===== src/core/csr_defs.vh =====
// Constants for the CPU system-register block.
`ifndef CSR_DEFS_VH
`define CSR_DEFS_VH
// Register word offsets (byte address is four times the index).
`define CSR_IDX_FLAGS 4'h0
`define CSR_IDX_SP 4'h2
`define CSR_IDX_SYSCTL 4'h8
`define CSR_IDX_CORE_CTL 4'hC
`define CSR_IDX_CORE_STAT 4'hD
`define CSR_IDX_MEM_ADDR 4'hE
`define CSR_IDX_MEM_DATA 4'hF
// Flag register fields.
`define CSR_FLAG_RSVD 4'hF
`define CSR_FLAG_OV 3
`define CSR_FLAG_HC 2
`define CSR_FLAG_CY 1
`define CSR_FLAG_Z 0
// System control register fields.
`define CSR_SC_BIAS 4
`define CSR_SC_LVR_DIS 2
`define CSR_SC_WDT_HI 1
`define CSR_SC_MASK 8'h17
// Core control register fields.
`define CSR_CC_PROT 0
`define CSR_CC_EDGE_LO 1
`define CSR_CC_EDGE_HI 2
`define CSR_CC_GATE 3
`define CSR_CC_PWM2X 4
`define CSR_CC_TMR2X 5
`define CSR_CC_INDIR 6
// Comparator interrupt edge selections.
`define CSR_EDGE_BOTH 2'h0
`define CSR_EDGE_RISE 2'h1
`define CSR_EDGE_FALL 2'h2
// Program memory map.
`define CSR_RESET_VEC 11'h000
`define CSR_IRQ_VEC 11'h010
`define CSR_SYS_BASE 11'h7E0
`define CSR_PROT_LIMIT 11'h100
// Data memory map.
`define CSR_BIT_TOP 7'h3F
// Watchdog periods in slow oscillator clocks.
`define CSR_WDT_8K 19'h02000
`define CSR_WDT_16K 19'h04000
`define CSR_WDT_64K 19'h10000
`define CSR_WDT_256K 19'h40000
// Timer clock field value that selects the fast oscillator.
`define CSR_TMR_FAST_SRC 4'h2
`endif


===== src/core/csr_data_ram.v =====
// Data memory of 128 bytes with registered read data.
`timescale 1ns/10ps
module csr_data_ram
#(
  parameter AW = 7,
  parameter DW = 8
)
(
  // Clock.
  input wire clk_i,
  // Write port.
  input wire we_i,
  input wire [AW-1:0] waddr_i,
  input wire [DW-1:0] wdata_i,
  // Read port.
  input wire [AW-1:0] raddr_i,
  output reg [DW-1:0] rdata_o
);

  reg [DW-1:0] mem_reg [0:(1<<AW)-1];

  // Writes land on the edge; reads come out one cycle later.
  always @(posedge clk_i)
  begin
    if (we_i)
    begin
      mem_reg[waddr_i] <= wdata_i;
    end
    rdata_o <= mem_reg[raddr_i];
  end

endmodule


===== src/core/csr_system_regs.v =====
// CPU system registers, flags, stack pointer and build options.
`timescale 1ns/10ps
`include "csr_defs.vh"
module csr_system_regs
#(
  parameter PC_W = 11,
  parameter DA_W = 7
)
(
  // Clock and reset.
  input wire clk_i,
  input wire rst_i,
  // Wishbone slave.
  input wire wb_cyc_i,
  input wire wb_stb_i,
  input wire wb_we_i,
  input wire [5:0] wb_adr_i,
  input wire [3:0] wb_sel_i,
  input wire [31:0] wb_dat_i,
  output reg [31:0] wb_dat_o,
  output reg wb_ack_o,
  // Core ALU flag update.
  input wire alu_upd_i,
  input wire [3:0] alu_flags_i,
  input wire [3:0] alu_mask_i,
  // Core stack pointer update.
  input wire sp_upd_i,
  input wire [7:0] sp_new_i,
  // Core sequencing.
  input wire irq_take_i,
  input wire pc_step_i,
  input wire [PC_W-1:0] pc_next_i,
  output reg [PC_W-1:0] fetch_addr_o,
  // Program read-back request.
  input wire [PC_W-1:0] rb_addr_i,
  output reg rb_allow_o,
  // Comparator and timer/PWM sources.
  input wire cmp_i,
  input wire [3:0] tmr_src_i,
  input wire pwm_fast_sel_i,
  input wire [2:0] pwm_i,
  // Control outputs.
  output reg bias_en_o,
  output reg lvr_en_o,
  output reg [18:0] wdt_period_o,
  output reg cmp_irq_o,
  output reg [2:0] pwm_o,
  output reg pwm_clk2x_o,
  output reg tmr_clk2x_o,
  output reg indir_busy_o
);

  // Two-cycle indirect access states.
  // Idle serves every direct access; the pointer state lasts one clock.
  localparam ST_IDLE = 1'b0;
  localparam ST_PTR = 1'b1;

  // Architectural registers. Only the low nibble of the flag register is
  // stored; the reserved top nibble is produced by the read mux.
  reg [7:0] flags_reg;
  reg [7:0] sp_reg;
  reg [7:0] sysctl_reg;
  reg [6:0] opt_reg;
  reg [DA_W-1:0] mem_addr_reg;
  reg st_reg;
  reg st_next;
  reg [DA_W-1:0] ptr_reg;
  reg [2:0] cmp_sync_reg;
  reg cmp_prev_reg;
  reg ram_we;
  reg [DA_W-1:0] ram_raddr;
  reg [DA_W-1:0] ram_waddr;
  reg [7:0] ram_wdata;
  reg [31:0] rd_next;
  wire [7:0] ram_rdata;
  wire [3:0] idx;
  wire acc;
  wire wr;
  wire cmp_rise;
  wire cmp_fall;
  wire edge_hit;
  reg bit_ok_reg;

  // Watchdog period decode, used for output and readback.
  // The period counts slow oscillator clocks; the watchdog lives elsewhere.
  function [18:0] csr_wdt;
    input [1:0] sel;
    begin
      case (sel)
        2'h0: csr_wdt = `CSR_WDT_8K;
        2'h1: csr_wdt = `CSR_WDT_16K;
        2'h2: csr_wdt = `CSR_WDT_64K;
        default: csr_wdt = `CSR_WDT_256K;
      endcase
    end
  endfunction

  // Only the low bit area is reachable by bit instructions.
  function csr_bit_ok;
    input [DA_W-1:0] a;
    begin
      csr_bit_ok = (a <= `CSR_BIT_TOP);
    end
  endfunction

  // Register space decode is separate from both memories.
  // A request is taken while cyc and stb stand and no ack is out, so a
  // held request is never served twice. Only byte lane 0 carries write data.
  assign idx = wb_adr_i[5:2];
  assign acc = wb_cyc_i & wb_stb_i & ~wb_ack_o;
  assign wr = acc & wb_we_i & wb_sel_i[0];

  // Data memory: one store serves data, pointers and stack.
  // The stack pointer only names a byte here; pushes are the core's work.
  csr_data_ram #(.AW(DA_W), .DW(8)) u_ram
  (
    .clk_i(clk_i),
    .we_i(ram_we),
    .waddr_i(ram_waddr),
    .wdata_i(ram_wdata),
    .raddr_i(ram_raddr),
    .rdata_o(ram_rdata)
  );

  // Memory port steering: direct, or through a pointer byte.
  // The pointer byte is already on the read port when an indirect
  // request arrives, because the read address rests on the address
  // register while the bus is idle. Sending that byte straight back
  // as the next read address saves a cycle, so the target byte stands
  // on the read port in the second cycle, when the answer is formed.
  always @*
  begin
    ram_we = 1'b0;
    ram_waddr = mem_addr_reg;
    ram_wdata = wb_dat_i[7:0];
    ram_raddr = mem_addr_reg;
    st_next = st_reg;
    if (st_reg == ST_PTR)
    begin
      // Second cycle: read or write the byte that the pointer names.
      ram_raddr = ptr_reg;
      ram_waddr = ptr_reg;
      ram_we = wr;
      st_next = ST_IDLE;
    end
    else if (acc && idx == `CSR_IDX_MEM_DATA)
    begin
      if (opt_reg[`CSR_CC_INDIR])
      begin
        // First cycle: the byte at the address register is the pointer.
        ram_raddr = ram_rdata[DA_W-1:0];
        st_next = ST_PTR;
      end
      else if (wr)
      begin
        ram_we = 1'b1;
      end
    end
  end

  // Read mux for the register file.
  // Reserved flag bits read as ones, the write-only control bits read as
  // zero, and unmapped indices read as zero. The core status word carries
  // the watchdog period and, in its top bit, the bit window verdict.
  always @*
  begin
    rd_next = 32'h0000_0000;
    case (idx)
      `CSR_IDX_FLAGS: rd_next[7:0] = {`CSR_FLAG_RSVD, flags_reg[3:0]};
      `CSR_IDX_SP: rd_next[7:0] = sp_reg;
      `CSR_IDX_SYSCTL: rd_next[7:0] = 8'h00;
      `CSR_IDX_CORE_CTL: rd_next[6:0] = opt_reg;
      `CSR_IDX_CORE_STAT: rd_next = {bit_ok_reg, 12'h000, csr_wdt(sysctl_reg[1:0])};
      `CSR_IDX_MEM_ADDR: rd_next[7:0] = {1'b0, mem_addr_reg};
      `CSR_IDX_MEM_DATA: rd_next[7:0] = ram_rdata;
      default: rd_next = 32'h0000_0000;
    endcase
  end

  // Comparator edge detection on the agreed synchroniser stages.
  // The filtered level only moves once the second and third stages agree,
  // so a pin that bounces for one clock raises no edge. The first stage
  // feeds only the second, which keeps a metastable value out of the decode.
  assign cmp_rise = cmp_sync_reg[1] & cmp_sync_reg[2] & ~cmp_prev_reg;
  assign cmp_fall = ~cmp_sync_reg[1] & ~cmp_sync_reg[2] & cmp_prev_reg;
  assign edge_hit = (opt_reg[`CSR_CC_EDGE_HI:`CSR_CC_EDGE_LO] == `CSR_EDGE_RISE) ? cmp_rise :
                    (opt_reg[`CSR_CC_EDGE_HI:`CSR_CC_EDGE_LO] == `CSR_EDGE_FALL) ? cmp_fall :
                    (cmp_rise | cmp_fall);

  // Bus handshake, indirect sequencing and register writes.
  // Ack rises one clock after a request is taken and stands for one cycle;
  // an indirect data access adds the pointer cycle. A write lands on the
  // edge that raises ack, and read data is loaded on that same edge.
  always @(posedge clk_i)
  begin
    if (rst_i)
    begin
      wb_ack_o <= 1'b0;
      wb_dat_o <= 32'h0000_0000;
      flags_reg <= 8'h00;
      sp_reg <= 8'h00;
      sysctl_reg <= 8'h00;
      opt_reg <= 7'h00;
      mem_addr_reg <= {DA_W{1'b0}};
      st_reg <= ST_IDLE;
      ptr_reg <= {DA_W{1'b0}};
    end
    else
    begin
      st_reg <= st_next;
      // Keep the pointer byte for the second cycle of an indirect access.
      if (st_reg == ST_IDLE && st_next == ST_PTR)
      begin
        ptr_reg <= ram_rdata[DA_W-1:0];
      end
      // Ack in the cycle after the request, or after the pointer cycle.
      wb_ack_o <= acc && (st_next == ST_IDLE);
      if (acc && st_next == ST_IDLE)
      begin
        wb_dat_o <= rd_next;
      end
      // Flag updates from the core, then software writes win.
      // A software write in the same cycle as a core update therefore wins.
      if (alu_upd_i)
      begin
        flags_reg[3:0] <= (flags_reg[3:0] & ~alu_mask_i) | (alu_flags_i & alu_mask_i);
      end
      if (sp_upd_i)
      begin
        sp_reg <= sp_new_i;
      end
      if (wr && st_next == ST_IDLE)
      begin
        case (idx)
          `CSR_IDX_FLAGS: flags_reg[3:0] <= wb_dat_i[3:0];
          `CSR_IDX_SP: sp_reg <= wb_dat_i[7:0];
          `CSR_IDX_SYSCTL: sysctl_reg <= wb_dat_i[7:0] & `CSR_SC_MASK;
          `CSR_IDX_CORE_CTL: opt_reg <= wb_dat_i[6:0];
          `CSR_IDX_MEM_ADDR: mem_addr_reg <= wb_dat_i[DA_W-1:0];
          default: ;
        endcase
      end
    end
  end

  // Program counter: reset vector, interrupt vector, or next word.
  // The interrupt vector wins over a step in the same cycle, since the
  // core must not fetch past an accepted interrupt.
  always @(posedge clk_i)
  begin
    if (rst_i)
    begin
      fetch_addr_o <= `CSR_RESET_VEC;
    end
    else if (irq_take_i)
    begin
      fetch_addr_o <= `CSR_IRQ_VEC;
    end
    else if (pc_step_i)
    begin
      fetch_addr_o <= pc_next_i;
    end
  end

  // Comparator synchroniser and derived outputs.
  // Every control output is registered here so that the far blocks see
  // clean levels; each follows its source one clock later.
  always @(posedge clk_i)
  begin
    if (rst_i)
    begin
      cmp_sync_reg <= 3'h0;
      cmp_prev_reg <= 1'b0;
      cmp_irq_o <= 1'b0;
      pwm_o <= 3'h0;
      rb_allow_o <= 1'b0;
      bias_en_o <= 1'b0;
      lvr_en_o <= 1'b1;
      wdt_period_o <= `CSR_WDT_8K;
      pwm_clk2x_o <= 1'b0;
      tmr_clk2x_o <= 1'b0;
      indir_busy_o <= 1'b0;
    end
    else
    begin
      cmp_sync_reg <= {cmp_sync_reg[1:0], cmp_i};
      if (cmp_sync_reg[1] == cmp_sync_reg[2])
      begin
        cmp_prev_reg <= cmp_sync_reg[2];
      end
      cmp_irq_o <= edge_hit;
      pwm_o <= opt_reg[`CSR_CC_GATE] ? (pwm_i & {3{cmp_prev_reg}}) : pwm_i;
      // Protection hides every word from the limit upward, 7/8 of the store;
      // without it the whole store, system words included, reads back.
      rb_allow_o <= !opt_reg[`CSR_CC_PROT] || (rb_addr_i < `CSR_PROT_LIMIT);
      bias_en_o <= sysctl_reg[`CSR_SC_BIAS];
      lvr_en_o <= ~sysctl_reg[`CSR_SC_LVR_DIS];
      wdt_period_o <= csr_wdt(sysctl_reg[`CSR_SC_WDT_HI:0]);
      pwm_clk2x_o <= pwm_fast_sel_i & opt_reg[`CSR_CC_PWM2X];
      tmr_clk2x_o <= (tmr_src_i == `CSR_TMR_FAST_SRC) & opt_reg[`CSR_CC_TMR2X];
      indir_busy_o <= (st_next == ST_PTR);
    end
  end

  // Bit instructions are honoured only in the low window. The verdict for
  // the address register is published in the core status word, so that a
  // bit operation outside the window can be caught before it is issued.
  always @(posedge clk_i)
  begin
    if (rst_i)
    begin
      bit_ok_reg <= 1'b0;
    end
    else
    begin
      bit_ok_reg <= csr_bit_ok(mem_addr_reg);
    end
  end

endmodule


===== config.mk =====
export PLATFORM = sky130hd
export DESIGN_NAME = csr_system_regs
export DESIGN_NICKNAME = d
export VERILOG_FILES = /design/src/core/csr_data_ram.v /design/src/core/csr_system_regs.v
export VERILOG_INCLUDE_DIRS = /design/src /design/src/core
export SDC_FILE = /design/constraint.sdc
export NUM_CORES = 1
export LEC_CHECK = 0
export BUFFER_PORTS_ARGS = -buffer_cell sky130_fd_sc_hd__buf_2
export CAP_MARGIN = 20
export CORE_MARGIN = 2
export CORE_UTILIZATION = 30
export DETAILED_ROUTE_END_ITERATION = 16
export PLACE_DENSITY = 0.42
export SLEW_MARGIN = 10
export SYNTH_ARGS = -nofsm -noshare
export SYNTH_HDL_FRONTEND = slang
export SYNTH_HIERARCHICAL = 1
export SYNTH_SLANG_ARGS = --single-unit

===== constraint.sdc =====
create_clock -name clk_i -period 8.9 [get_ports clk_i]
set_clock_uncertainty 0.15 [all_clocks]
set_input_delay 0.445 -clock clk_i [delete_from_list [all_inputs] [get_ports clk_i]]
set_output_delay 0.445 -clock clk_i [all_outputs]
set_load 0.1 [all_outputs]

==> impl_metrics.csv <==
group,metric,value,unit
status,outcome,"complete, no violations",
clock_tree,cts_buffers,121,
cells_and_area,area_delta_synth_final,16.5,%
synthesis,netlist_area,43500,µm²
detailed_routing,vias_per_cell,4.92,
synthesis,synth_top_area_cell,"edfxtp_1",
synthesis,synth_simple_gate_area_share,3.67,%
synthesis,synth_top_family_by_area,"multiplexers",
sta,finalHoldViolations,0,
grt,grt-ovfl-total,0,
synthesis,synth_mux_area_share,18.5,%
placed_design,io_buffers,99,
cells_and_area,final_core_util,35.2,%
sta,tns,0,ps
synthesis,ys_types,52,
synthesis,synth-seq-cells,1113,
clock_tree,htreeDepth,3,
placed_design,placed_area,46200,µm²
power,power_density,216,nW/µm²
sta,period_share,58.5,%
detailed_routing,drc,0,
synthesis,synth_common_cells,"edfxtp_1, mux4_2, nor2_1",
synthesis,synth_compound_area_share,1.07,%
sta,rsz0062_at_grt,"false",
power,ir_worst_vdd,0.157,mV
cells_and_area,layoutNonFillerInstCount,4280,
detailed_routing,wl,112000,µm
sta,layout_min_cycle_time,5210,ps
floorplanning,fp.dieW,385,µm
worst_setup_path,critPathCaptureType,"flop",
power,finalPower,10.9,mW
flow_run,max_cap_viol_count,0,
clock_tree,clkTransAtPathRegs,60,ps
grt,grt_start_max_net_pins,90,
grt,grt_pass1_vias,22000,
sta,setup_slack,3690,ps
placed_design,pre_cts_slack,3390,ps
clock_tree,cts_tree,"yes",
clock_tree,clock_path_buffers,3,
cells_and_area,largest_register_ffs,1024,
cells_and_area,seq_area,32500,µm²
cells_and_area,fill_cells,13300,
worst_setup_path,critPathRequiredTime,9350,ps
synthesis,synth-xor-area-share,0,%
detailed_routing,dr_total_vias,21100,
synthesis,synthAdderAreaFrac,0.0575,%
synthesis,synth_flop_cell,"edfxtp_1",
floorplanning,num_rows,139,
floorplanning,die_area,148000,µm²
cells_and_area,nets,2368,
synthesis,syn_avg_cell_area,21.0,µm²
clock_tree,post_cts_resized,0,
grt,antenna_found_initial,10,
floorplanning,die_h,385,µm
clock_tree,cts_setup_buffers,0,
cells_and_area,post-route-cell-area,50700,µm²
floorplanning,design.core.area,144000,µm²
placed_design,dp_cells,3995,
clock_tree,cts-root-buf,"clkbuf_16",
worst_setup_path,cp.arrival,5660,ps
hold_path,min_path_type,"in2reg",
grt,grt_usage,15.1,%
floorplanning,start_util,30.2,%
synthesis,yosys_warnings,6,
grt,grt_pass1_wl,160000,µm
synthesis,async_flop_share,0,%
detailed_routing,postRouteAntennaNets,0,
clock_tree,clk_latency,720,ps
power,p_leak,15.3,nW
worst_setup_path,crit_path_max_fanout,63,
sta,worst_slew_pin_slew,1100,ps
worst_setup_path,startpoint_type,"input pin",
synthesis,synth.area.top_cells,"edfxtp_1, mux4_2, dfxtp_1",
cells_and_area,layout-drive-gt1-share,29.0,%
sta,setup_viol,0,
sta,finalMaxSlewViolations,0,
synthesis,synth_seq_area_share,74.8,%
placed_design,gp_congestion,0.763,
worst_setup_path,worst-setup-path-type,"in2reg",
sta,fmax,0.192,GHz
detailed_routing,dr.pass1.iters,5,
synthesis,synth_cells,2068,
synthesis,synth_top_area_share,70.7,%
sta,slew_headroom,26.4,%
floorplanning,ios,171,
detailed_routing,wl_per_cell,26.1,µm
sta,worst_hold_slack,59.9,ps
placed_design,dp_hpwl,67200,µm
cells_and_area,multi_input_area,10400,µm²
detailed_routing,drt_iter0_markers,1805,
synthesis,synth.most_common_cell,"edfxtp_1",
synthesis,synth-edff-count,1024,
clock_tree,clock-sinks,1113,
[path summary, 6_finish.rpt]
kind                               from                             end  slack (ps)  depth (start not counted)
min reg2reg  sysctl_reg[2]$_SDFFE_PP0P_             lvr_en_o$_SDFF_PP1_         250                          1
min                         wb_dat_i[6]  u_ram/mem_reg[82][6]$_DFFE_PP_          60                          1
max                            wb_stb_i        u_ram/rdata_o[4]$_DFF_P_        3690                         12
max reg2reg         wb_ack_o$_SDFF_PP0_        u_ram/rdata_o[4]$_DFF_P_        3740                         10
[cells in the final DEF, fill, tap and decap left out, types with 11 or more instances in the layout]
cell type	synthesis	layout
o21ai_0	14	12
edfxtp_1	1024	1024
dlygate4sd3_1	0	52
inv_1	13	13
nor2_1	174	174
dfxtp_1	89	89
nand3_1	27	19
conb_1	1	34
nor2b_1	13	13
clkbuf_16	0	122
a21oi_1	21	21
clkinv_1	0	26
a211oi_1	19	19
mux4_2	336	336
mux2i_1	40	40
bufinv_16	0	11
buf_4	45	39
buf_2	20	91
clkbuf_1	56	24
nand2_1	57	57
clkinv_2	0	24
[cells by family after synthesis]
group / Yosys count
other: 1
DFF: 1113
and+or+nand+nor: 337
buffers and inverters: 158
muxes: 385
adders and majority gates: 2
AOI/OAI and AO/OA: 72
[where the power goes]
part,total (mW),internal [mW],leakage (nW),switching [mW]
Combinational,0.274,0.0552,3.43,0.219
Sequential,5.72,5.71,9.93,0.00563
Clock,4.94,2.88,1.92,2.06
Total,10.9,8.65,15.3,2.29
[what timing repair did]
| item | in CTS | in global routing |
|---|---|---|
| setup endpoints to repair | 0 | 0 |
| hold buffers | 52 | 0 |
| hold endpoints to repair | 31 | 0 |
[worst max-delay path, stage by stage]
cell	delay [ps]
dlygate4sd3_1	530
buf_2	140
and3b_1	280
a31oi_1	690
nand2_1	210
nand3_4	430
buf_12	300
buf_12	470
mux4_2	610
mux4_2	580
mux4_2	530
mux2_2	310
[final cells by class]
| class | count | share of cell area, % |
|---|---|---|
| timing repair buffer | 189 | 2.78 |
| clock buffer | 153 | 6.37 |
| tap | 1903 | 4.70 |
| antenna | 1 | 0.00494 |
| sequential | 1113 | 64.2 |
| clock inverter | 78 | 1.40 |
| multi-input combinational | 830 | 20.5 |
| inverter | 13 | 0.0963 |
[routing by layer]
metal  up-vias  GRT usage [%]  routed length [µm]
met4         4           4.41                2450
met1     11400           21.0               50400
met2       601           24.3               53000
met5         -              0                  23
li1       8883              -                   -
met3       163           2.72                5740
Power figures use the tool's default switching activity.
